==> config.mk <==
export PLATFORM = sky130hd
export DESIGN_NAME = rsc_config_top
export DESIGN_NICKNAME = d
export VERILOG_FILES = /design/src/rsc_pkg.sv /design/src/rsc_config_top.sv /design/src/rsc_pin_sync.sv /design/src/rsc_checksum.sv
export SDC_FILE = /design/constraint.sdc
export NUM_CORES = 1
export LEC_CHECK = 0
export ABC_AREA = 1
export BUFFER_PORTS_ARGS = -buffer_cell sky130_fd_sc_hd__buf_2
export CORE_ASPECT_RATIO = 1.2
export CORE_MARGIN = 2
export CORE_UTILIZATION = 60
export CTS_CLUSTER_SIZE = 40
export DETAILED_ROUTE_END_ITERATION = 12
export GPL_ROUTABILITY_DRIVEN = 0
export PLACE_DENSITY = 0.84
export REMOVE_ABC_BUFFERS = 1
export SKIP_CTS_REPAIR_TIMING = 1
export SYNTH_ARGS = -nofsm -noshare
export SYNTH_HDL_FRONTEND = slang
export SYNTH_HIERARCHICAL = 1
export SYNTH_SLANG_ARGS = --single-unit
==> constraint.sdc <==
create_clock -name mclk -period 6.9 [get_ports mclk]
set_input_delay 1.38 -clock mclk [delete_from_list [all_inputs] [get_ports mclk]]
set_output_delay 1.38 -clock mclk [all_outputs]
set_load 0.02 [all_outputs]
==> src/rsc_pkg.sv <==
// shared constants for the rate-select and signal-integrity configuration bank
package rsc_pkg;

    // byte addresses on the diagnostic page
    localparam logic [7:0] ADDR_TX_EQ_HI = 8'h28;
    localparam logic [7:0] ADDR_TX_EQ_LO = 8'h29;
    localparam logic [7:0] ADDR_RX_OUTPUT_EMPHASIS_LEVEL_HI = 8'h2A;
    localparam logic [7:0] ADDR_RX_OUTPUT_EMPHASIS_LEVEL_LO = 8'h2B;
    localparam logic [7:0] ADDR_UNALLOC_FIRST = 8'h2C;
    localparam logic [7:0] ADDR_UNALLOC_LAST = 8'h37;
    localparam logic [7:0] ADDR_CHECKSUM = 8'h5F;
    localparam logic [7:0] ADDR_SOFT_CMD = 8'h6E;
    localparam logic [7:0] ADDR_EXT_SOFT = 8'h76;

    // number of signal-integrity bytes starting at ADDR_TX_EQ_HI
    localparam int CFG_BYTES = 4;
    localparam int CFG_TX_EQ_HI = 0;
    localparam int CFG_TX_EQ_LO = 1;
    localparam int CFG_RX_OUTPUT_EMPHASIS_LEVEL_HI = 2;
    localparam int CFG_RX_OUTPUT_EMPHASIS_LEVEL_LO = 3;

    // field positions
    localparam int SOFT_RATE_BIT = 3;
    localparam int RX_PIN_STATE_BIT = 4;
    localparam int TX_PIN_STATE_BIT = 5;
    localparam int EQ_SEL_BIT = 0;
    localparam int OUTPUT_EMPHASIS_LEVEL_W = 3;

    // values
    localparam logic [7:0] FACTORY_CMD = 8'hFF;
    localparam logic [7:0] FACTORY_SETTING = 8'h00;
    localparam logic SOFT_RATE_RESET = 1'b0;

    // timing
    localparam int unsigned CLK_FREQ_HZ = 100_000_000;
    localparam int unsigned SOFT_CMD_MS = 100;
    localparam int unsigned SOFT_CMD_CYC = (CLK_FREQ_HZ / 1000) * SOFT_CMD_MS;

    typedef enum logic [1:0] {
        CK_IDLE = 2'b01,
        CK_UPDATE = 2'b10
    } rsc_ck_state_t;

    // all-ones write restores the factory value instead of storing
    function automatic logic [7:0] rsc_store_value(input logic [7:0] data);
        rsc_store_value = (data == FACTORY_CMD) ? FACTORY_SETTING : data;
    endfunction : rsc_store_value

endpackage : rsc_pkg

==> src/rsc_config_top.sv <==
// rate-select soft controls and signal-integrity configuration bytes
// Summary of operation
// - byte 118 bit 3 is soft tx rate
// - byte 118 bit 1 always reads zero
// - power level select bit ignored
// - byte 40 eq for high tx rate
// - byte 41 eq for low tx rate
// - eq byte lsb selects 0dB or 6dB
// - all-ones eq write restores zero eq
// - byte 42 emphasis for high rx rate
// - byte 43 emphasis for low rx rate
// - low three bits pick emphasis step
// - all-ones emphasis write restores zero
// - checksum byte 95 refreshed after change
// - soft tx bit ORed with pin
// - rx and tx selections are independent
// - pin levels shown in byte 110
// - soft rx at 110.3, tx at 118.3
// - effective rate is pin OR soft bit
// - soft rate bits clear at power-on
// - rx cdr bypassed low, enabled high
// - tx cdr bypassed low, enabled high
// - soft commands act within 100 ms
`timescale 1ns/1ns
module rsc_config_top import rsc_pkg::*; #(
    parameter int unsigned SOFT_CMD_LIMIT = SOFT_CMD_CYC
) (
    input wire logic mclk,
    input wire logic sys_rst,
    input wire logic rxRateSelectPin,
    input wire logic txRateSelectPin,
    input wire logic regWrite,
    input wire logic regRead,
    input wire logic [7:0] regAddr,
    input wire logic [7:0] regWdata,
    input wire logic [7:0] otherBytesSum,
    output logic [7:0] regRdata,
    output logic regRdValid,
    output logic regHit,
    output logic [7:0] checksumByte,
    output logic checksumBusy,
    output logic rxCdrEnable,
    output logic txCdrEnable,
    output logic txEqEnable,
    output logic [OUTPUT_EMPHASIS_LEVEL_W-1:0] outputEmphasisLevel
);
    logic [1:0] pinSync;
    logic rxPinSync;
    logic txPinSync;
    logic softRxRateBit;
    logic softTxRateBit;
    logic [7:0] cfgByte [CFG_BYTES];
    logic [CFG_BYTES-1:0] cfgHit;
    logic [CFG_BYTES-1:0] cfgDiff;
    logic cfgChanged;
    logic [7:0] cfgSum;
    logic rxRateEff;
    logic txRateEff;
    logic hitSoftCmd;
    logic hitExtSoft;
    logic hitUnalloc;
    logic hitChecksum;
    logic hitCfg;
    logic hitAny;
    logic [7:0] cfgRead;
    logic [7:0] readMux;

    rsc_pin_sync #(
        .WIDTH(2)
    ) u_pin_sync (
        .mclk(mclk),
        .sys_rst(sys_rst),
        .asyncIn({txRateSelectPin, rxRateSelectPin}),
        .syncOut(pinSync)
    );

    assign rxPinSync = pinSync[0];
    assign txPinSync = pinSync[1];

    // effective rate per direction, each from its own pin and bit
    assign rxRateEff = rxPinSync | softRxRateBit;
    assign txRateEff = txPinSync | softTxRateBit;

    assign hitSoftCmd = (regAddr == ADDR_SOFT_CMD);
    assign hitExtSoft = (regAddr == ADDR_EXT_SOFT);
    assign hitUnalloc = (regAddr >= ADDR_UNALLOC_FIRST) && (regAddr <= ADDR_UNALLOC_LAST);
    assign hitChecksum = (regAddr == ADDR_CHECKSUM);
    assign hitCfg = |cfgHit;
    assign hitAny = hitSoftCmd | hitExtSoft | hitUnalloc | hitChecksum | hitCfg;

    // soft rate bits; only bit 3 of each byte is stored
    always_ff @(posedge mclk or posedge sys_rst) begin
        if (sys_rst) begin
            softRxRateBit <= SOFT_RATE_RESET;
            softTxRateBit <= SOFT_RATE_RESET;
        end else if (regWrite) begin
            if (hitSoftCmd) begin
                softRxRateBit <= regWdata[SOFT_RATE_BIT];
            end
            if (hitExtSoft) begin
                softTxRateBit <= regWdata[SOFT_RATE_BIT];
            end
        end
    end

    genvar i;
    generate
        for (i = 0; i < CFG_BYTES; i++) begin : g_cfg
            assign cfgHit[i] = (regAddr == ADDR_TX_EQ_HI + 8'(i));
            assign cfgDiff[i] = regWrite && cfgHit[i]
                && (rsc_store_value(regWdata) != cfgByte[i]);
            always_ff @(posedge mclk or posedge sys_rst) begin
                if (sys_rst) begin
                    cfgByte[i] <= FACTORY_SETTING;
                end else if (regWrite && cfgHit[i]) begin
                    cfgByte[i] <= rsc_store_value(regWdata);
                end
            end
        end
    endgenerate

    assign cfgSum = cfgByte[0] + cfgByte[1] + cfgByte[2] + cfgByte[3];

    // only real value changes start a refresh, rewriting the same value does not
    always_ff @(posedge mclk or posedge sys_rst) begin
        if (sys_rst) begin
            cfgChanged <= 1'b0;
        end else begin
            cfgChanged <= |cfgDiff;
        end
    end

    rsc_checksum #(
        .LIMIT_CYC(SOFT_CMD_LIMIT)
    ) u_checksum (
        .mclk(mclk),
        .sys_rst(sys_rst),
        .cfgChanged(cfgChanged),
        .cfgSum(cfgSum),
        .otherBytesSum(otherBytesSum),
        .checksumByte(checksumByte),
        .checksumBusy(checksumBusy)
    );

    // outputs to the analogue side, registered one cycle after the effective rate or stored byte they follow
    always_ff @(posedge mclk or posedge sys_rst) begin
        if (sys_rst) begin
            rxCdrEnable <= 1'b0;
            txCdrEnable <= 1'b0;
            txEqEnable <= 1'b0;
            outputEmphasisLevel <= '0;
        end else begin
            rxCdrEnable <= rxRateEff;
            txCdrEnable <= txRateEff;
            txEqEnable <= txRateEff ? cfgByte[CFG_TX_EQ_HI][EQ_SEL_BIT]
                : cfgByte[CFG_TX_EQ_LO][EQ_SEL_BIT];
            outputEmphasisLevel <= rxRateEff ? cfgByte[CFG_RX_OUTPUT_EMPHASIS_LEVEL_HI][OUTPUT_EMPHASIS_LEVEL_W-1:0]
                : cfgByte[CFG_RX_OUTPUT_EMPHASIS_LEVEL_LO][OUTPUT_EMPHASIS_LEVEL_W-1:0];
        end
    end

    // only the low address bits index the four bytes; hitCfg gates the result
    assign cfgRead = cfgByte[regAddr[1:0]];

    // byte 110 only carries the bits this bank owns; the rest read zero here
    assign readMux = hitExtSoft ? {4'h0, softTxRateBit, 3'h0}
        : hitSoftCmd ? {2'h0, txPinSync, rxPinSync, softRxRateBit, 3'h0}
        : hitCfg ? cfgRead
        : hitChecksum ? checksumByte
        : 8'h00;

    always_ff @(posedge mclk or posedge sys_rst) begin
        if (sys_rst) begin
            regRdata <= 8'h00;
            regRdValid <= 1'b0;
            regHit <= 1'b0;
        end else begin
            regRdValid <= regRead;
            if (regRead) begin
                regRdata <= readMux;
                regHit <= hitAny;
            end
        end
    end

    // register outputs load one edge after their cause, hence the |=> and $past pairs
    AST_SOFT_TX_WRITE: assert property (@(posedge mclk) disable iff (sys_rst)
        regWrite && hitExtSoft |=> softTxRateBit == $past(regWdata[SOFT_RATE_BIT]))
        else $error("soft tx rate bit did not take the written value");

    AST_POWER_STATE_ZERO: assert property (@(posedge mclk) disable iff (sys_rst)
        regRead && hitExtSoft |=> !regRdata[1])
        else $error("power level state read as one");

    AST_POWER_SELECT_IGNORED: assert property (@(posedge mclk) disable iff (sys_rst)
        regWrite && hitExtSoft && regWdata[0] ##[1:4] regRead && hitExtSoft |=> !regRdata[0])
        else $error("power level select kept a written value");

    AST_EXT_RESERVED_ZERO: assert property (@(posedge mclk) disable iff (sys_rst)
        regRead && hitExtSoft |=> regRdata[7:4] == 4'h0 && !regRdata[2])
        else $error("reserved bits of the extended control byte not zero");

    AST_FACTORY_RESTORE: assert property (@(posedge mclk) disable iff (sys_rst)
        regWrite && hitCfg && regWdata == FACTORY_CMD
        |=> cfgByte[$past(regAddr[1:0])] == FACTORY_SETTING)
        else $error("all-ones write did not restore the factory setting");

    AST_EQ_FOLLOWS_RATE: assert property (@(posedge mclk) disable iff (sys_rst)
        txRateEff
        |=> txEqEnable == $past(cfgByte[CFG_TX_EQ_HI][EQ_SEL_BIT]))
        else $error("tx equalization not taken from the high-rate byte");

    AST_OUTPUT_EMPHASIS_LEVEL_LOW_RATE: assert property (@(posedge mclk) disable iff (sys_rst)
        !rxRateEff |=> outputEmphasisLevel == $past(cfgByte[CFG_RX_OUTPUT_EMPHASIS_LEVEL_LO][OUTPUT_EMPHASIS_LEVEL_W-1:0]))
        else $error("rx emphasis not taken from the low-rate byte");

    AST_UNALLOC_ZERO: assert property (@(posedge mclk) disable iff (sys_rst)
        regRead && hitUnalloc |=> regRdata == 8'h00 && regHit)
        else $error("unallocated byte read nonzero");

    AST_PIN_STATUS: assert property (@(posedge mclk) disable iff (sys_rst)
        regRead && hitSoftCmd |=> regRdata[TX_PIN_STATE_BIT] == $past(txPinSync)
        && regRdata[RX_PIN_STATE_BIT] == $past(rxPinSync))
        else $error("pin state bits do not match the pins");

    AST_RATE_INDEPENDENT: assert property (@(posedge mclk) disable iff (sys_rst)
        regWrite && hitExtSoft |=> $stable(softRxRateBit))
        else $error("tx rate write disturbed the rx soft bit");

    AST_RX_CDR_OR: assert property (@(posedge mclk) disable iff (sys_rst)
        rxCdrEnable == $past(rxPinSync | softRxRateBit))
        else $error("rx cdr enable is not the OR of pin and soft bit");

    AST_TX_CMD_LATENCY: assert property (@(posedge mclk) disable iff (sys_rst)
        regWrite && hitExtSoft && regWdata[SOFT_RATE_BIT] |-> ##2 txCdrEnable)
        else $error("soft tx rate command did not enable the tx cdr");

    AST_SOFT_RESET_LOW: assert property (@(posedge mclk)
        $past(sys_rst) |-> !softRxRateBit && !softTxRateBit)
        else $error("soft rate bits not low after reset");

    AST_SOFT_RX_WRITE: assert property (@(posedge mclk) disable iff (sys_rst)
        regWrite && hitSoftCmd |=> softRxRateBit == $past(regWdata[SOFT_RATE_BIT]))
        else $error("soft rx rate bit did not take the written value");

    AST_EXT_SOFT_HOLD: assert property (@(posedge mclk) disable iff (sys_rst)
        !(regWrite && hitExtSoft) |=> $stable(softTxRateBit))
        else $error("soft tx rate bit changed without a write");

    AST_EXT_SOFT_READ: assert property (@(posedge mclk) disable iff (sys_rst)
        regRead && hitExtSoft |=> regRdata[SOFT_RATE_BIT] == $past(softTxRateBit))
        else $error("extended control byte does not show the soft tx bit");

    AST_EQ_LOW_RATE: assert property (@(posedge mclk) disable iff (sys_rst)
        !txRateEff |=> txEqEnable == $past(cfgByte[CFG_TX_EQ_LO][EQ_SEL_BIT]))
        else $error("tx equalization not taken from the low-rate byte");

    AST_OUTPUT_EMPHASIS_LEVEL_HIGH_RATE: assert property (@(posedge mclk) disable iff (sys_rst)
        rxRateEff |=> outputEmphasisLevel == $past(cfgByte[CFG_RX_OUTPUT_EMPHASIS_LEVEL_HI][OUTPUT_EMPHASIS_LEVEL_W-1:0]))
        else $error("rx emphasis not taken from the high-rate byte");

    AST_CFG_STORE: assert property (@(posedge mclk) disable iff (sys_rst)
        regWrite && hitCfg && regWdata != FACTORY_CMD
        |=> cfgByte[$past(regAddr[1:0])] == $past(regWdata))
        else $error("configuration byte did not store the written value");

    AST_CFG_READ: assert property (@(posedge mclk) disable iff (sys_rst)
        regRead && hitCfg |=> regHit && regRdata == $past(cfgRead))
        else $error("configuration byte read back wrong");

    AST_CHECKSUM_READ: assert property (@(posedge mclk) disable iff (sys_rst)
        regRead && hitChecksum |=> regHit && regRdata == $past(checksumByte))
        else $error("checksum byte read back wrong");

    AST_CHECKSUM_READ_ONLY: assert property (@(posedge mclk) disable iff (sys_rst)
        regWrite && hitChecksum && !checksumBusy |=> $stable(checksumByte))
        else $error("host write reached the checksum byte");

    AST_UNMAPPED_MISS: assert property (@(posedge mclk) disable iff (sys_rst)
        regRead && !hitAny |=> !regHit && regRdata == 8'h00)
        else $error("address outside the bank answered");

    AST_SOFT_CMD_RESERVED: assert property (@(posedge mclk) disable iff (sys_rst)
        regRead && hitSoftCmd |=> regRdata[7:6] == 2'h0 && regRdata[2:0] == 3'h0)
        else $error("foreign bits of the soft command byte not zero");

    AST_SOFT_RX_READ: assert property (@(posedge mclk) disable iff (sys_rst)
        regRead && hitSoftCmd |=> regRdata[SOFT_RATE_BIT] == $past(softRxRateBit))
        else $error("soft command byte does not show the soft rx bit");

    AST_TX_CDR_OR: assert property (@(posedge mclk) disable iff (sys_rst)
        txCdrEnable == $past(txPinSync | softTxRateBit))
        else $error("tx cdr enable is not the OR of pin and soft bit");

    AST_RX_CMD_LATENCY: assert property (@(posedge mclk) disable iff (sys_rst)
        regWrite && hitSoftCmd && regWdata[SOFT_RATE_BIT] |-> ##2 rxCdrEnable)
        else $error("soft rx rate command did not enable the rx cdr");

    AST_TX_RATE_INDEPENDENT: assert property (@(posedge mclk) disable iff (sys_rst)
        regWrite && hitSoftCmd |=> $stable(softTxRateBit))
        else $error("rx rate write disturbed the tx soft bit");
endmodule : rsc_config_top

==> src/rsc_pin_sync.sv <==
// two-flop synchroniser for the rate-select pins
`timescale 1ns/1ns
module rsc_pin_sync #(
    parameter int WIDTH = 2
) (
    input wire logic mclk,
    input wire logic sys_rst,
    input wire logic [WIDTH-1:0] asyncIn,
    output logic [WIDTH-1:0] syncOut
);
    logic [WIDTH-1:0] stage1;

    genvar i;
    generate
        for (i = 0; i < WIDTH; i++) begin : g_bit
            always_ff @(posedge mclk or posedge sys_rst) begin
                if (sys_rst) begin
                    stage1[i] <= 1'b0;
                    syncOut[i] <= 1'b0;
                end else begin
                    stage1[i] <= asyncIn[i];
                    syncOut[i] <= stage1[i];
                end
            end
        end
    endgenerate
endmodule : rsc_pin_sync

==> src/rsc_checksum.sv <==
// checksum refresh for the diagnostic page after configuration changes
`timescale 1ns/1ns
module rsc_checksum import rsc_pkg::*; #(
    parameter int unsigned LIMIT_CYC = SOFT_CMD_CYC
) (
    input wire logic mclk,
    input wire logic sys_rst,
    input wire logic cfgChanged,
    input wire logic [7:0] cfgSum,
    input wire logic [7:0] otherBytesSum,
    output logic [7:0] checksumByte,
    output logic checksumBusy
);
    rsc_ck_state_t state;
    rsc_ck_state_t next_state;
    logic [7:0] next_sum;
    logic [31:0] pendAge;

    assign next_sum = cfgSum + otherBytesSum;

    always_comb begin
        next_state = state;
        unique case (state)
            CK_IDLE: begin
                if (cfgChanged) begin
                    next_state = CK_UPDATE;
                end
            end
            CK_UPDATE: begin
                if (!cfgChanged) begin
                    next_state = CK_IDLE;
                end
            end
            default: next_state = CK_IDLE;
        endcase
    end

    // sum taken in the update state so a burst of writes ends in one final refresh
    always_ff @(posedge mclk or posedge sys_rst) begin
        if (sys_rst) begin
            state <= CK_IDLE;
            checksumByte <= 8'h00;
            checksumBusy <= 1'b0;
        end else begin
            state <= next_state;
            checksumBusy <= (next_state == CK_UPDATE);
            if (state == CK_UPDATE) begin
                checksumByte <= next_sum;
            end
        end
    end

    always_ff @(posedge mclk or posedge sys_rst) begin
        if (sys_rst) begin
            pendAge <= 32'h0;
        end else if (state == CK_UPDATE) begin
            pendAge <= pendAge + 32'h1;
        end else begin
            pendAge <= 32'h0;
        end
    end

    AST_CHECKSUM_REFRESH: assert property (@(posedge mclk) disable iff (sys_rst)
        cfgChanged ##1 !cfgChanged |=> checksumByte == $past(next_sum))
        else $error("checksum not refreshed after a configuration change");

    AST_CHECKSUM_DEADLINE: assert property (@(posedge mclk) disable iff (sys_rst)
        pendAge < LIMIT_CYC)
        else $error("checksum refresh pending beyond the time limit");
endmodule : rsc_checksum

Word level (Yosys, flattened, before mapping)
Cells that the tools add are included.

Logic and storage cells: 76. Output and inout bits: 25. Memory bits (read-only): 0. Bits of input ports: 30. RAM bits: 0. Memories: 0. Bits in registers: 66. Bits in latches: 0.

Equal/unequal tests: 15. Reductions and logical operators: 13. Multiply operators: 0. Shift-type cells: 0. Divide/modulo/power cells: 0. Multiplexer cells: 13. Order comparisons: 3. Bitwise logic cells: 7. $add $sub $neg: 4.

Operators by type and width (count): $mux 8 (7); $add 8x8->8 (4); $eq 8x6->1 const B (4); $ne 8x8->1 (4); $eq 8x7->1 const B (3); $bmux 8 s2 (1); $logic_and 1x1->1 (9); $eq 8x8->1 const B (1); $ge 8x6->1 const B (1); $le 8x6->1 const B (1); $reduce_or 4->1 (2); $or 1x1->1 (6); $eq 2x2->1 const B (2); $mux 2 (2); $pmux 2 s2 (1); $reduce_and 2->1 (2); $ge 3x3->1 const B (1); $mux 3 (1); $not 2->3 (1); $eq 2x1->1 const B (1); $mux 1 (1).

Longest topological paths before layout
Gate-level depths: netlist of the first run.

Word-level depth: 7. Depth in mapped cells: 18. Mapped depth without buffers: 18.

By module
The synthesis of the first run kept the hierarchy.

By module, submodules not included: rsc_config_top (times used 1, cells an instance 476, area each 3464.6 sq um, seq. area each 1276.2 sq um); rsc_checksum (times used 1, cells an instance 107, area each 794.5 sq um, seq. area each 276.5 sq um); rsc_pin_sync (times used 1, cells an instance 5, area each 103.8 sq um, seq. area each 100.1 sq um).

Least setup slack after synthesis of the first run
Ideal clock, no wire load.

Kind: reg-to-reg. From: reg cfgByte[1] (netlist name). To: reg u_checksum.checksumByte[7]. Required time: 6783 ps. Stages on the path, launching flop included: 17. Clock period less this slack: 3398 ps. Data arrival time: 3280 ps. Buffers on the path: 0. Setup time: 117 ps. Path slack: 3502 ps. Cells stage by stage: dfrtp_1 > inv_1 > fa_1 > inv_1 > fa_1 > ha_1 > inv_1 > fa_1 > o21ai_0 > xor2_1 > ha_1 > nand2_1 > inv_1 > a21oi_1 > nand3_1 > nand3_1 > nand2_1.

Word-level cells in the longest chain between the ends: 2.

Ends and longest elaborated chain: from (decl) (RTL line rsc_config_top.sv:52) `logic [7:0] cfgByte [CFG_BYTES];`; from (signal, indexed assignment) (RTL line rsc_config_top.sv:116) `cfgByte[i] <= rsc_store_value(regWdata);`; $add 8x8->8 (RTL line rsc_config_top.sv:122) `assign cfgSum = cfgByte[0] + cfgByte[1] + cfgByte[2] + cfgByte[3];`; via cfgSum[5] (RTL line rsc_config_top.sv:56) `logic [7:0] cfgSum;`; $add 8x8->8 (RTL line rsc_checksum.sv:19) `assign next_sum = cfgSum + otherBytesSum;`; to (signal assigned) (RTL line rsc_checksum.sv:48) `checksumByte <= next_sum;`; to (decl) (RTL line rsc_checksum.sv:11) `output logic [7:0] checksumByte,`.

The timed path passes the listed nets, and every way through them passes these cells. A chain may end at the register's enable or synchronous reset.

Worst setup path after layout of the first run
Same ends and word-level chain as after synthesis.

==> results of run 1 <==
## registers in the layout, summed over array words and instances (netlist names)
| name | cells |
|---|---|
| u_checksum/checksumByte | 8 |
| rxCdrEnable | 1 |
| u_checksum/checksumBusy | 1 |
| regRdata | 8 |
| outputEmphasisLevel | 3 |
| u_pin_sync/stage1 | 2 |
| u_checksum/state | 2 |
| u_pin_sync/syncOut | 2 |
| regHit | 1 |
| txCdrEnable | 1 |
| txEqEnable | 1 |
| cfgByte | 32 |
| softRxRateBit | 1 |
| regRdValid | 1 |
| cfgChanged | 1 |
| softTxRateBit | 1 |
## where the power goes
part | leakage [nW] | internal, mW | switching [mW] | total, mW
clock network | 0.0962 | 0.169 | 0.170 | 0.339
registers | 0.856 | 0.424 | 0.0345 | 0.458
logic | 1.64 | 0.0984 | 0.177 | 0.275
total | 2.59 | 0.691 | 0.381 | 1.07
## cells by family (layout without fill, tap and decap cells)
| kind of cell | count (synthesis) | in the layout |
|---|---|---|
| adders and majority gates | 31 | 31 |
| DFF | 66 | 66 |
| and+or+nand+nor | 298 | 298 |
| AOI/OAI and AO/OA | 84 | 84 |
| xor gates and xnor gates | 12 | 12 |
| buffers and inverters | 97 | 156 |
## stage by stage
step	cells	utilization, %
after global routing	737	68.4
after CTS	737	68.4
after global placement	721	65.6
after floorplan	576	-
after detailed placement	721	65.6
final	737	68.4
## Yosys cell counts (2+ instances only)
master / n
a21oi_1: 12
a22oi_1: 2
buf_2: 3
buf_6: 2
clkbuf_1: 6
dfrtp_1: 65
fa_1: 15
ha_1: 16
inv_1: 85
nand2_1: 199
nand3_1: 47
nand3_2: 2
nand3b_1: 8
nand4_1: 6
nor2_1: 25
nor3_1: 7
o21ai_0: 48
o221ai_1: 2
o22ai_1: 15
or2_1: 2
xnor2_1: 6
xor2_1: 6
## layout make-up
type	instances	area, um^2
well taps	90	113
clock buffers	9	124
inverters	85	319
repair buffers	55	278
flip-flops and latches	66	1650
fillers	599	2260
multi-input cells	425	2330
clock inverters	7	76.3
## metal layers
metal | up-vias | wire length, um | track usage [%]
li1 | 1992 | - | -
met4 | 0 | 479 | 15.4
met2 | 220 | 5690 | 49.3
met5 | - | 0 | 0
met1 | 1990 | 4540 | 37.4
met3 | 41 | 826 | 6.88
## how the worst max path moves through the flow
stage,start,to,slack (ns)
5_1_grt,cfgByte[1]$_DFFE_PP0P_,u_checksum/checksumByte[7]$_DFFE_PP0P_,2.91
3_3_place_gp,cfgByte[1]$_DFFE_PP0P_,u_checksum/checksumByte[7]$_DFFE_PP0P_,3.38
3_5_place_dp,cfgByte[1]$_DFFE_PP0P_,u_checksum/checksumByte[7]$_DFFE_PP0P_,3.16
4_1_cts,cfgByte[1]$_DFFE_PP0P_,u_checksum/checksumByte[7]$_DFFE_PP0P_,3.15
2_1_floorplan,cfgByte[1]$_DFFE_PP0P_,u_checksum/checksumByte[7]$_DFFE_PP0P_,3.50
6_report,cfgByte[1]$_DFFE_PP0P_,u_checksum/checksumByte[7]$_DFFE_PP0P_,3.10
## cell usage in the layout, fill, tap and decap left out, types with 2 or more instances in the layout
| cell type | instances |
|---|---|
| buf_2 | 54 |
| inv_1 | 84 |
| inv_6 | 2 |
| a22oi_1 | 2 |
| dfrtp_1 | 65 |
| nand2_1 | 199 |
| nor2_1 | 25 |
| clkbuf_8 | 9 |
| or2_1 | 2 |
| o221ai_1 | 2 |
| a21oi_1 | 12 |
| nand3b_1 | 8 |
| o22ai_1 | 15 |
| fa_1 | 15 |
| o21ai_0 | 48 |
| nand3_2 | 2 |
| nand3_1 | 47 |
| clkinvlp_4 | 2 |
| xor2_1 | 6 |
| ha_1 | 16 |
| nand4_1 | 6 |
| nor3_1 | 7 |
| xnor2_1 | 6 |
## worst register-to-register path: stages (launching register included)
cell     delay [ns]
dfrtp_1        0.41
inv_1          0.10
fa_1           0.53
inv_1          0.05
fa_1           0.51
ha_1           0.17
inv_1          0.06
fa_1           0.41
o21ai_0        0.29
xor2_1         0.20
ha_1           0.31
nand2_1        0.11
inv_1          0.04
a21oi_1        0.23
nand3_1        0.12
nand3_1        0.10
nand2_1        0.05
==> run_results.csv, run 1 <==
group,metric,value,unit
sta,layout_worst_path_cycle_share,55.0,%
synthesis,ys_async_sr_fraction,100,%
sta,rsz0062_at_grt,"no",
worst_setup_path,crit_chain,"inv_1 -> fa_1 -> inv_1 -> fa_1 -> ha_1 -> inv_1 -> fa_1 -> o21ai_0 -> xor2_1 -> ha_1 -> nand2_1 -> inv_1 -> a21oi_1 -> nand3_1 -> nand3_1 -> nand2_1",
sta,min_period,3.80,ns
route,postRouteAntennaNets,0,
synthesis,synth_top_family_by_area,"simple AND/OR/NAND/NOR gates",
min_path,whs_path_depth,0,
power,power_density,219,nW/um^2
worst_setup_path,cpMaxStageDelayCell,"fa_1",
worst_setup_path,crit_arrival,4.05,ns
clock_tree,cts.clk_slew.worst_paths,0.08,ns
floorplanning,die_area,7970,um^2
synthesis,yosys.area_share.simple,28.8,%
synthesis,syn_area,4360,um^2
worst_setup_path,crit_type,"register to register",
sta,hold_viol,0,
clock_tree,clkSinkCount,66,
worst_setup_path,path_delay_family,"adder cells",
floorplanning,start_util,61.0,%
synthesis,synth_xor_area_share,2.41,%
synthesis,synth_top_area_share,37.3,%
worst_setup_path,slowest_delay,0.53,ns
synthesis,synth_edf_count,0,
worst_setup_path,path_depth,16,
sta,setup_ws,3.10,ns
clock_tree,htree_levels,3,
synthesis,synth_seq_cells,66,
sta,fmaxAchievable,263,MHz
outcome,status,"completed",
synthesis,synth_area_leaders,"dfrtp_1, nand2_1, inv_1",
sta,tns,0,ns
min_path,hold_class,"register to register",
min_path,worstHoldStart,"u_pin_sync/stage1[0]$_DFF_PP0_",
route,via_count,4243,
worst_setup_path,reg2reg_from,"cfgByte[1]$_DFFE_PP0P_",
clock_tree,cts_tree,"done",
synthesis,synth_fa_ha_area_share,11.5,%
floorplanning,io-pin-count,55,
floorplanning,rows,34,
run,maxCapViolCount,0,
worst_setup_path,startpoint_type,"register",
clock_tree,clk_latency,0.36,ns
cells_and_area,syn2layout_area_growth,12.1,%
sta,relSlewSlack,29.6,%
sta,worstMarginPinSlew,1.05,ns
synthesis,synth_compound_area_share,10.7,%
worst_setup_path,reg2reg_to,"u_checksum/checksumByte[7]$_DFFE_PP0P_",
synthesis,synth_warnings,6,
route,viasPerCell,5.76,
route,drt_iter0_markers,414,
grt,grt_overflow,0,
sta,setup_violations,0,
synthesis,synth.avg_cell_area,7.42,um^2
place,io_buffers,54,
worst_setup_path,crit_path_end_kind,"register",
place,dpl.hpwl,8.63,mm
sta,hold_ws,0.366,ns
worst_setup_path,critPathBufInv,4,
route,drc_errors,0,
worst_setup_path,worstPathRequired,7.15,ns
min_path,hold_end,"u_pin_sync/syncOut[0]$_DFF_PP0_",
clock_tree,clock_path_buffers,2,
cells_and_area,antenna_cells,0,
worst_setup_path,worst-path-max-fanout,5,
synthesis,synth_ff_type,"dfrtp_1",
clock_tree,root_buffer,"clkbuf_8",
route,wl,11.5,mm
grt,antenna_found_initial,0,
cells_and_area,drive_gt1_share,11.9,%
grt,grt_pass1_vias,4088,
clock_tree,cts_buffers,9,
sta,final_max_slew_viol_count,0,
floorplanning,die_w,81.8,um
power,peakVddDrop,0.173,mV
grt,grt_max_degree,52,
grt,grt_pass1_wl,18.4,mm
floorplanning,die_h,97.4,um
power,p_total,1.07,mW
synthesis,synth_area_leader_cell,"dfrtp_1",
sta,finClkSkew,0.00933,ns
place,dp_slack,3.16,ns
worst_setup_path,r2r_cells,16,
route,firstDrtPassIters,7,
cells_and_area,design_area,4890,um^2
worst_setup_path,rrSetupSlack,3.10,ns
floorplanning,core_area,7150,um^2
cells_and_area,final_nets,703,
worst_setup_path,crit_top_cell,"inv_1",
synthesis,yosysSeqAreaShare,37.9,%
synthesis,synthCells,588,
synthesis,synth_cell_types,31,
grt,grt_use_total,30.4,%
power,power.leakage,2.59,nW
place,postPlaceCellArea,4690,um^2
route,wire_per_inst,15.6,um
synthesis,muxShareOfSynthArea,0,%
Power figures use the tool's default switching activity.
==> inputs of run 2 (changes only) <==
--- a/config.mk
+++ b/config.mk
@@ -9,11 +9,11 @@
 export BUFFER_PORTS_ARGS = -buffer_cell sky130_fd_sc_hd__buf_2
 export CORE_ASPECT_RATIO = 1.2
 export CORE_MARGIN = 2
-export CORE_UTILIZATION = 60
+export CORE_UTILIZATION = 53
 export CTS_CLUSTER_SIZE = 40
 export DETAILED_ROUTE_END_ITERATION = 12
 export GPL_ROUTABILITY_DRIVEN = 0
-export PLACE_DENSITY = 0.84
+export PLACE_DENSITY = 0.79
 export REMOVE_ABC_BUFFERS = 1
 export SKIP_CTS_REPAIR_TIMING = 1
 export SYNTH_ARGS = -nofsm -noshare
==> constraint.sdc (replaced) <==
create_clock -name mclk -period 3.05 [get_ports mclk]
set_input_delay 0.61 -clock mclk [delete_from_list [all_inputs] [get_ports mclk]]
set_output_delay 0.61 -clock mclk [all_outputs]
set_load 0.02 [all_outputs]
==> run_results.csv, run 2 (synthesis gave the netlist of run 1 again) <==
group,metric,value,unit
floorplanning,die_h,103,um
clock_tree,htree_levels,3,
cells_and_area,largest_reg_flops,32,
floorplanning,core_area,8060,um^2
sta,fmaxAchievable,292,MHz
power,p_sw,0.889,mW
worst_setup_path,startpoint_type,"register",
clock_tree,root_buffer,"clkbuf_8",
route,via_count,4407,
cells_and_area,largestRegisters,"cfgByte: 32 flops, regRdata: 8 flops, u_checksum/checksumByte: 8 flops",
worst_setup_path,crit_type,"register to register",
floorplanning,die_area,8980,um^2
worst_setup_path,r2r_cells,18,
worst_setup_path,crit_arrival,3.69,ns
route,viasPerCell,5.59,
sta,layout_worst_path_cycle_share,112,%
grt,grt_overflow,0,
route,drc_errors,0,
run,maxCapViolCount,0,
sta,rsz0062_at_grt,"yes",
power,power.leakage,2.84,nW
cells_and_area,drive_gt1_share,20.8,%
sta,setup_ws,-0.379,ns
sta,hold_viol,0,
outcome,status,"finished, violations left",
power,peakVddDrop,0.287,mV
min_path,hold_class,"input pin to asynchronous set/reset pin",
clock_tree,clkSinkCount,66,
outcome,violations,"negative setup slack",
cells_and_area,final_nets,749,
power,p_clk_share,30.1,%
route,wl,12.1,mm
worst_setup_path,crit_path_end_kind,"register",
grt,grt_pass1_vias,4186,
cells_and_area,registers.top_by_ff_count,"cfgByte",
floorplanning,start_util,54.1,%
place,io_buffers,54,
worst_setup_path,cp-endpoint,"u_checksum/checksumByte[7]$_DFFE_PP0P_",
worst_setup_path,startpoint,"cfgByte[3]$_DFFE_PP0P_",
floorplanning,die_w,86.8,um
floorplanning,io-pin-count,55,
cells_and_area,antenna_cells,0,
worst_setup_path,rrSetupSlack,-0.38,ns
route,wire_per_inst,15.4,um
grt,antenna_found_initial,0,
worst_setup_path,reg2reg_from,"cfgByte[3]$_DFFE_PP0P_",
route,firstDrtPassIters,7,
power,internal_power,1.64,mW
sta,tns,-1.24,ns
power,pwr-share-seq,40.6,%
floorplanning,rows,36,
sta,hold_ws,0.149,ns
power,swShare,35.2,%
place,dpl.hpwl,9.21,mm
sta,setup_violations,5,
cells_and_area,multi_input_area,2410,um^2
cells_and_area,final_util,66.1,%
power,power_density,475,nW/um^2
cells_and_area,ff_latch_area,1650,um^2
grt,grt_use_total,27.9,%
sta,min_period,3.43,ns
cells_and_area,syn2layout_area_growth,22.2,%
sta,finClkSkew,0.00996,ns
clock_tree,cts.clk_slew.worst_paths,0.08,ns
clock_tree,clk_latency,0.37,ns
grt,grt_max_degree,52,
sta,relSlewSlack,28.6,%
cells_and_area,final_common_cell,"nand2_1",
sta,final_max_slew_viol_count,0,
cells_and_area,nFillCells,695,
clock_tree,cts_tree,"done",
power,power_frac_comb,29.3,%
worst_setup_path,reg2reg_to,"u_checksum/checksumByte[7]$_DFFE_PP0P_",
worst_setup_path,worst-path-max-fanout,4,
clock_tree,cts_buffers,9,
sta,worstMarginPinSlew,1.07,ns
route,drt_iter0_markers,552,
cells_and_area,final_cell_mix,"nand2_1, inv_1, dfrtp_1",
grt,grt_pass1_wl,19.1,mm
worst_setup_path,worstPathRequired,3.31,ns
route,postRouteAntennaNets,0,
power,p_total,2.53,mW
clock_tree,clock_path_buffers,2,
run 2: changes by cell type in the layout (fill, tap and decap cells not counted), moves of 4 or more:
| cell | before | now |
|---|---|---|
| inv_2 | 1 | 7 |
| inv_1 | 84 | 78 |
| buf_4 | 1 | 45 |
| o21ai_0 | 48 | 44 |
run 2: area by class of cell:
type | count | area share [%]
Clock inverter | 7 | 1.46
Clock buffer | 9 | 2.32
Multi-Input combinational cell | 425 | 45.2
Inverter | 85 | 5.99
Timing Repair Buffer | 101 | 11.8
Sequential cell | 66 | 31.0
Tap cell | 95 | 2.23
run 2: per-layer routing:
metal | GRT usage (%) | vias up | routed length (um)
li1 | - | 2084 | -
met1 | 33.0 | 2026 | 4590
met2 | 47.9 | 234 | 6100
met3 | 5.87 | 63 | 861
met4 | 14.3 | 0 | 548
met5 | 0 | - | 0
run 2: worst min-delay path by stage:
stage	start	to	slack, ns	cells after the start
2_1_floorplan	u_pin_sync/stage1[0]$_DFF_PP0_	u_pin_sync/syncOut[0]$_DFF_PP0_	0.33	0
6_report	sys_rst	u_pin_sync/syncOut[0]$_DFF_PP0_	0.15	2
4_1_cts	sys_rst	u_pin_sync/syncOut[0]$_DFF_PP0_	0.15	2
3_5_place_dp	u_pin_sync/stage1[1]$_DFF_PP0_	u_pin_sync/syncOut[1]$_DFF_PP0_	0.34	0
5_1_grt	sys_rst	u_pin_sync/syncOut[0]$_DFF_PP0_	0.16	2
3_3_place_gp	u_pin_sync/stage1[1]$_DFF_PP0_	u_pin_sync/syncOut[1]$_DFF_PP0_	0.33	0
run 2: metrics by stage:
stage	instance area (um^2)	instances	setup WS [ns]
2_1_floorplan	4300	576	-0.349
3_3_place_gp	5020	769	-0.357
3_5_place_dp	5020	769	-0.458
4_1_cts	5220	785	-0.451
5_1_grt	5330	788	-0.512
6_report	5330	788	-0.379
run 2: critical path, cell delays in order (launching register included):
cell     delay (ns)
dfrtp_1        0.35
inv_1          0.08
fa_1           0.53
fa_1           0.52
inv_1          0.06
ha_4           0.25
a21oi_1        0.15
nand2_1        0.10
a21oi_2        0.17
o21ai_2        0.07
xor2_1         0.16
ha_1           0.39
nand2_2        0.08
nor2_1         0.12
nand3_1        0.10
nand2_1        0.07
nand2_1        0.04
nand3_1        0.06
nand2_1        0.05
run 2: power groups by stage:
stage	Combinational [mW]	Clock, mW	Sequential, mW
floorplan	0.362	0	1.09
detailed placement	0.684	0	1.04
finish	0.742	0.761	1.03
CTS	0.688	0.768	1.03
global route	0.818	0.804	1.04
global placement	0.658	0	1.04
==> inputs of run 3 (changes only) <==
--- a/config.mk
+++ b/config.mk
@@ -10,10 +10,10 @@
 export CORE_ASPECT_RATIO = 1.2
 export CORE_MARGIN = 2
 export CORE_UTILIZATION = 53
-export CTS_CLUSTER_SIZE = 40
+export CTS_CLUSTER_SIZE = 30
 export DETAILED_ROUTE_END_ITERATION = 12
 export GPL_ROUTABILITY_DRIVEN = 0
-export PLACE_DENSITY = 0.79
+export PLACE_DENSITY = 0.77
 export REMOVE_ABC_BUFFERS = 1
 export SKIP_CTS_REPAIR_TIMING = 1
 export SYNTH_ARGS = -nofsm -noshare
==> run_results.csv, run 3 (synthesis gave the netlist of run 1 again) <==
group,metric,value,unit
outcome,status,"finished, violations left",
outcome,violations,"negative setup slack",
floorplanning,io-pin-count,55,
worst_setup_path,startpoint,"cfgByte[1]$_DFFE_PP0P_",
power,peakVddDrop,0.298,mV
cells_and_area,largestRegisters,"cfgByte: 32 flops, regRdata: 8 flops, u_checksum/checksumByte: 8 flops",
power,swShare,34.8,%
worst_setup_path,worstPathRequired,3.31,ns
sta,fmaxAchievable,292,MHz
sta,min_period,3.42,ns
clock_tree,clock_path_buffers,2,
cells_and_area,largest_reg_flops,32,
power,p_sw,0.881,mW
grt,grt_pass1_wl,18.7,mm
worst_setup_path,crit_path_end_kind,"register",
route,postRouteAntennaNets,0,
floorplanning,rows,36,
sta,relSlewSlack,63.3,%
clock_tree,root_buffer,"clkbuf_8",
route,via_count,4335,
worst_setup_path,cp-endpoint,"u_checksum/checksumByte[7]$_DFFE_PP0P_",
cells_and_area,syn2layout_area_growth,22.4,%
place,dpl.hpwl,9.15,mm
cells_and_area,final_nets,750,
clock_tree,cts.clk_slew.worst_paths,0.08,ns
route,wl,12.1,mm
cells_and_area,final_common_cell,"nand2_1",
cells_and_area,drive_gt1_share,21.3,%
place,io_buffers,54,
route,wire_per_inst,15.3,um
power,pwr-share-seq,40.7,%
worst_setup_path,crit_arrival,3.68,ns
sta,hold_viol,0,
worst_setup_path,rrSetupSlack,-0.37,ns
sta,setup_ws,-0.371,ns
floorplanning,start_util,54.1,%
place,dp_slack,-0.489,ns
sta,hold_ws,0.161,ns
floorplanning,core_area,8060,um^2
sta,rsz0062_at_grt,"yes",
clock_tree,htree_levels,3,
sta,finClkSkew,0.0105,ns
cells_and_area,fin_cells,789,
route,firstDrtPassIters,6,
floorplanning,die_w,86.8,um
floorplanning,die_h,103,um
power,power.leakage,2.84,nW
worst_setup_path,reg2reg_from,"cfgByte[1]$_DFFE_PP0P_",
sta,setup_violations,5,
min_path,hold_class,"input pin to asynchronous set/reset pin",
power,power_density,474,nW/um^2
clock_tree,clkSinkCount,66,
sta,worstMarginPinSlew,0.550,ns
power,internal_power,1.65,mW
floorplanning,die_area,8980,um^2
power,p_clk_share,29.8,%
cells_and_area,final_cell_mix,"nand2_1, inv_1, dfrtp_1",
sta,layout_worst_path_cycle_share,112,%
sta,final_max_slew_viol_count,0,
grt,grt_overflow,0,
worst_setup_path,worst-path-max-fanout,2,
worst_setup_path,startpoint_type,"register",
cells_and_area,registers.top_by_ff_count,"cfgByte",
cells_and_area,antenna_cells,0,
route,viasPerCell,5.49,
worst_setup_path,crit_type,"register to register",
grt,antenna_found_initial,0,
worst_setup_path,r2r_cells,18,
route,drc_errors,0,
clock_tree,clk_latency,0.37,ns
power,p_total,2.53,mW
route,drt_iter0_markers,377,
run,maxCapViolCount,0,
grt,grt_use_total,27.3,%
clock_tree,cts_tree,"done",
clock_tree,cts_buffers,9,
worst_setup_path,reg2reg_to,"u_checksum/checksumByte[7]$_DFFE_PP0P_",
place,dp_cells,770,
grt,grt_pass1_vias,4084,
power,power_frac_comb,29.5,%
grt,grt_max_degree,41,
==> run 3: cell types whose count changed in the layout (fill, tap and decap cells not counted), sizes merged <==
cell      change
clkinv        +2
clkinvlp      -1
inv           -1
buf           +1
==> run 3: power by group through the flow <==
stage          registers (mW)  logic, mW  clock network (mW)
2_1_floorplan            1.09      0.362                   0
3_3_place_gp             1.04      0.660                   0
3_5_place_dp             1.04      0.684                   0
4_1_cts                  1.03      0.689               0.763
5_1_grt                  1.04      0.830               0.802
6_report                 1.03      0.748               0.753
==> run 3: area by class of cell <==
type	count	area [um^2]
well taps	95	119
repair buffers	102	634
clock inverters	7	78.8
multi-input cells	425	2410
clock buffers	9	124
flip-flops and latches	66	1650
inverters	85	319
fillers	691	2720
==> run 3: routing by layer <==
layer	GRT usage, %	wire length (um)	vias to the layer above
met5	0	0	-
met4	13.3	426	0
met3	6.43	794	36
met2	47.0	6010	200
met1	32.1	4860	2006
li1	-	-	2093
==> run 3: worst min path at each step <==
stage | depth (start not counted) | from | slack (ns) | end
2_1_floorplan | 0 | u_pin_sync/stage1[0]$_DFF_PP0_ | 0.33 | u_pin_sync/syncOut[0]$_DFF_PP0_
4_1_cts | 2 | sys_rst | 0.15 | u_pin_sync/stage1[1]$_DFF_PP0_
3_5_place_dp | 0 | u_pin_sync/stage1[1]$_DFF_PP0_ | 0.34 | u_pin_sync/syncOut[1]$_DFF_PP0_
5_1_grt | 2 | sys_rst | 0.16 | u_pin_sync/syncOut[1]$_DFF_PP0_
3_3_place_gp | 0 | u_pin_sync/stage1[1]$_DFF_PP0_ | 0.33 | u_pin_sync/syncOut[1]$_DFF_PP0_
6_report | 2 | sys_rst | 0.16 | u_pin_sync/syncOut[1]$_DFF_PP0_
==> run 3: critical path, stage by stage, from the launching register on <==
cell and delay [ns]:
dfrtp_1 0.37, inv_2 0.05, fa_1 0.53, inv_1 0.05, fa_1 0.50, ha_2 0.21
inv_2 0.05, fa_2 0.37, buf_4 0.15, xnor2_1 0.12, ha_1 0.30, buf_4 0.11
nand2_1 0.05, nor2_1 0.12, nand3_1 0.11, nand2_1 0.07, nand2_1 0.05, nand3_1 0.07
nand2_1 0.05
==> run 3: per-stage QoR <==
| stage | instance area, um^2 | setup TNS, ns | util (%) |
|---|---|---|---|
| 2_1_floorplan | 4300 | -0.935 | - |
| 4_1_cts | 5230 | -2.03 | 64.9 |
| 5_1_grt | 5340 | -2.15 | 66.2 |
| 6_report | 5340 | -1.62 | 66.2 |
| 3_5_place_dp | 5030 | -2.02 | 62.3 |
| 3_3_place_gp | 5030 | -1.19 | 62.3 |
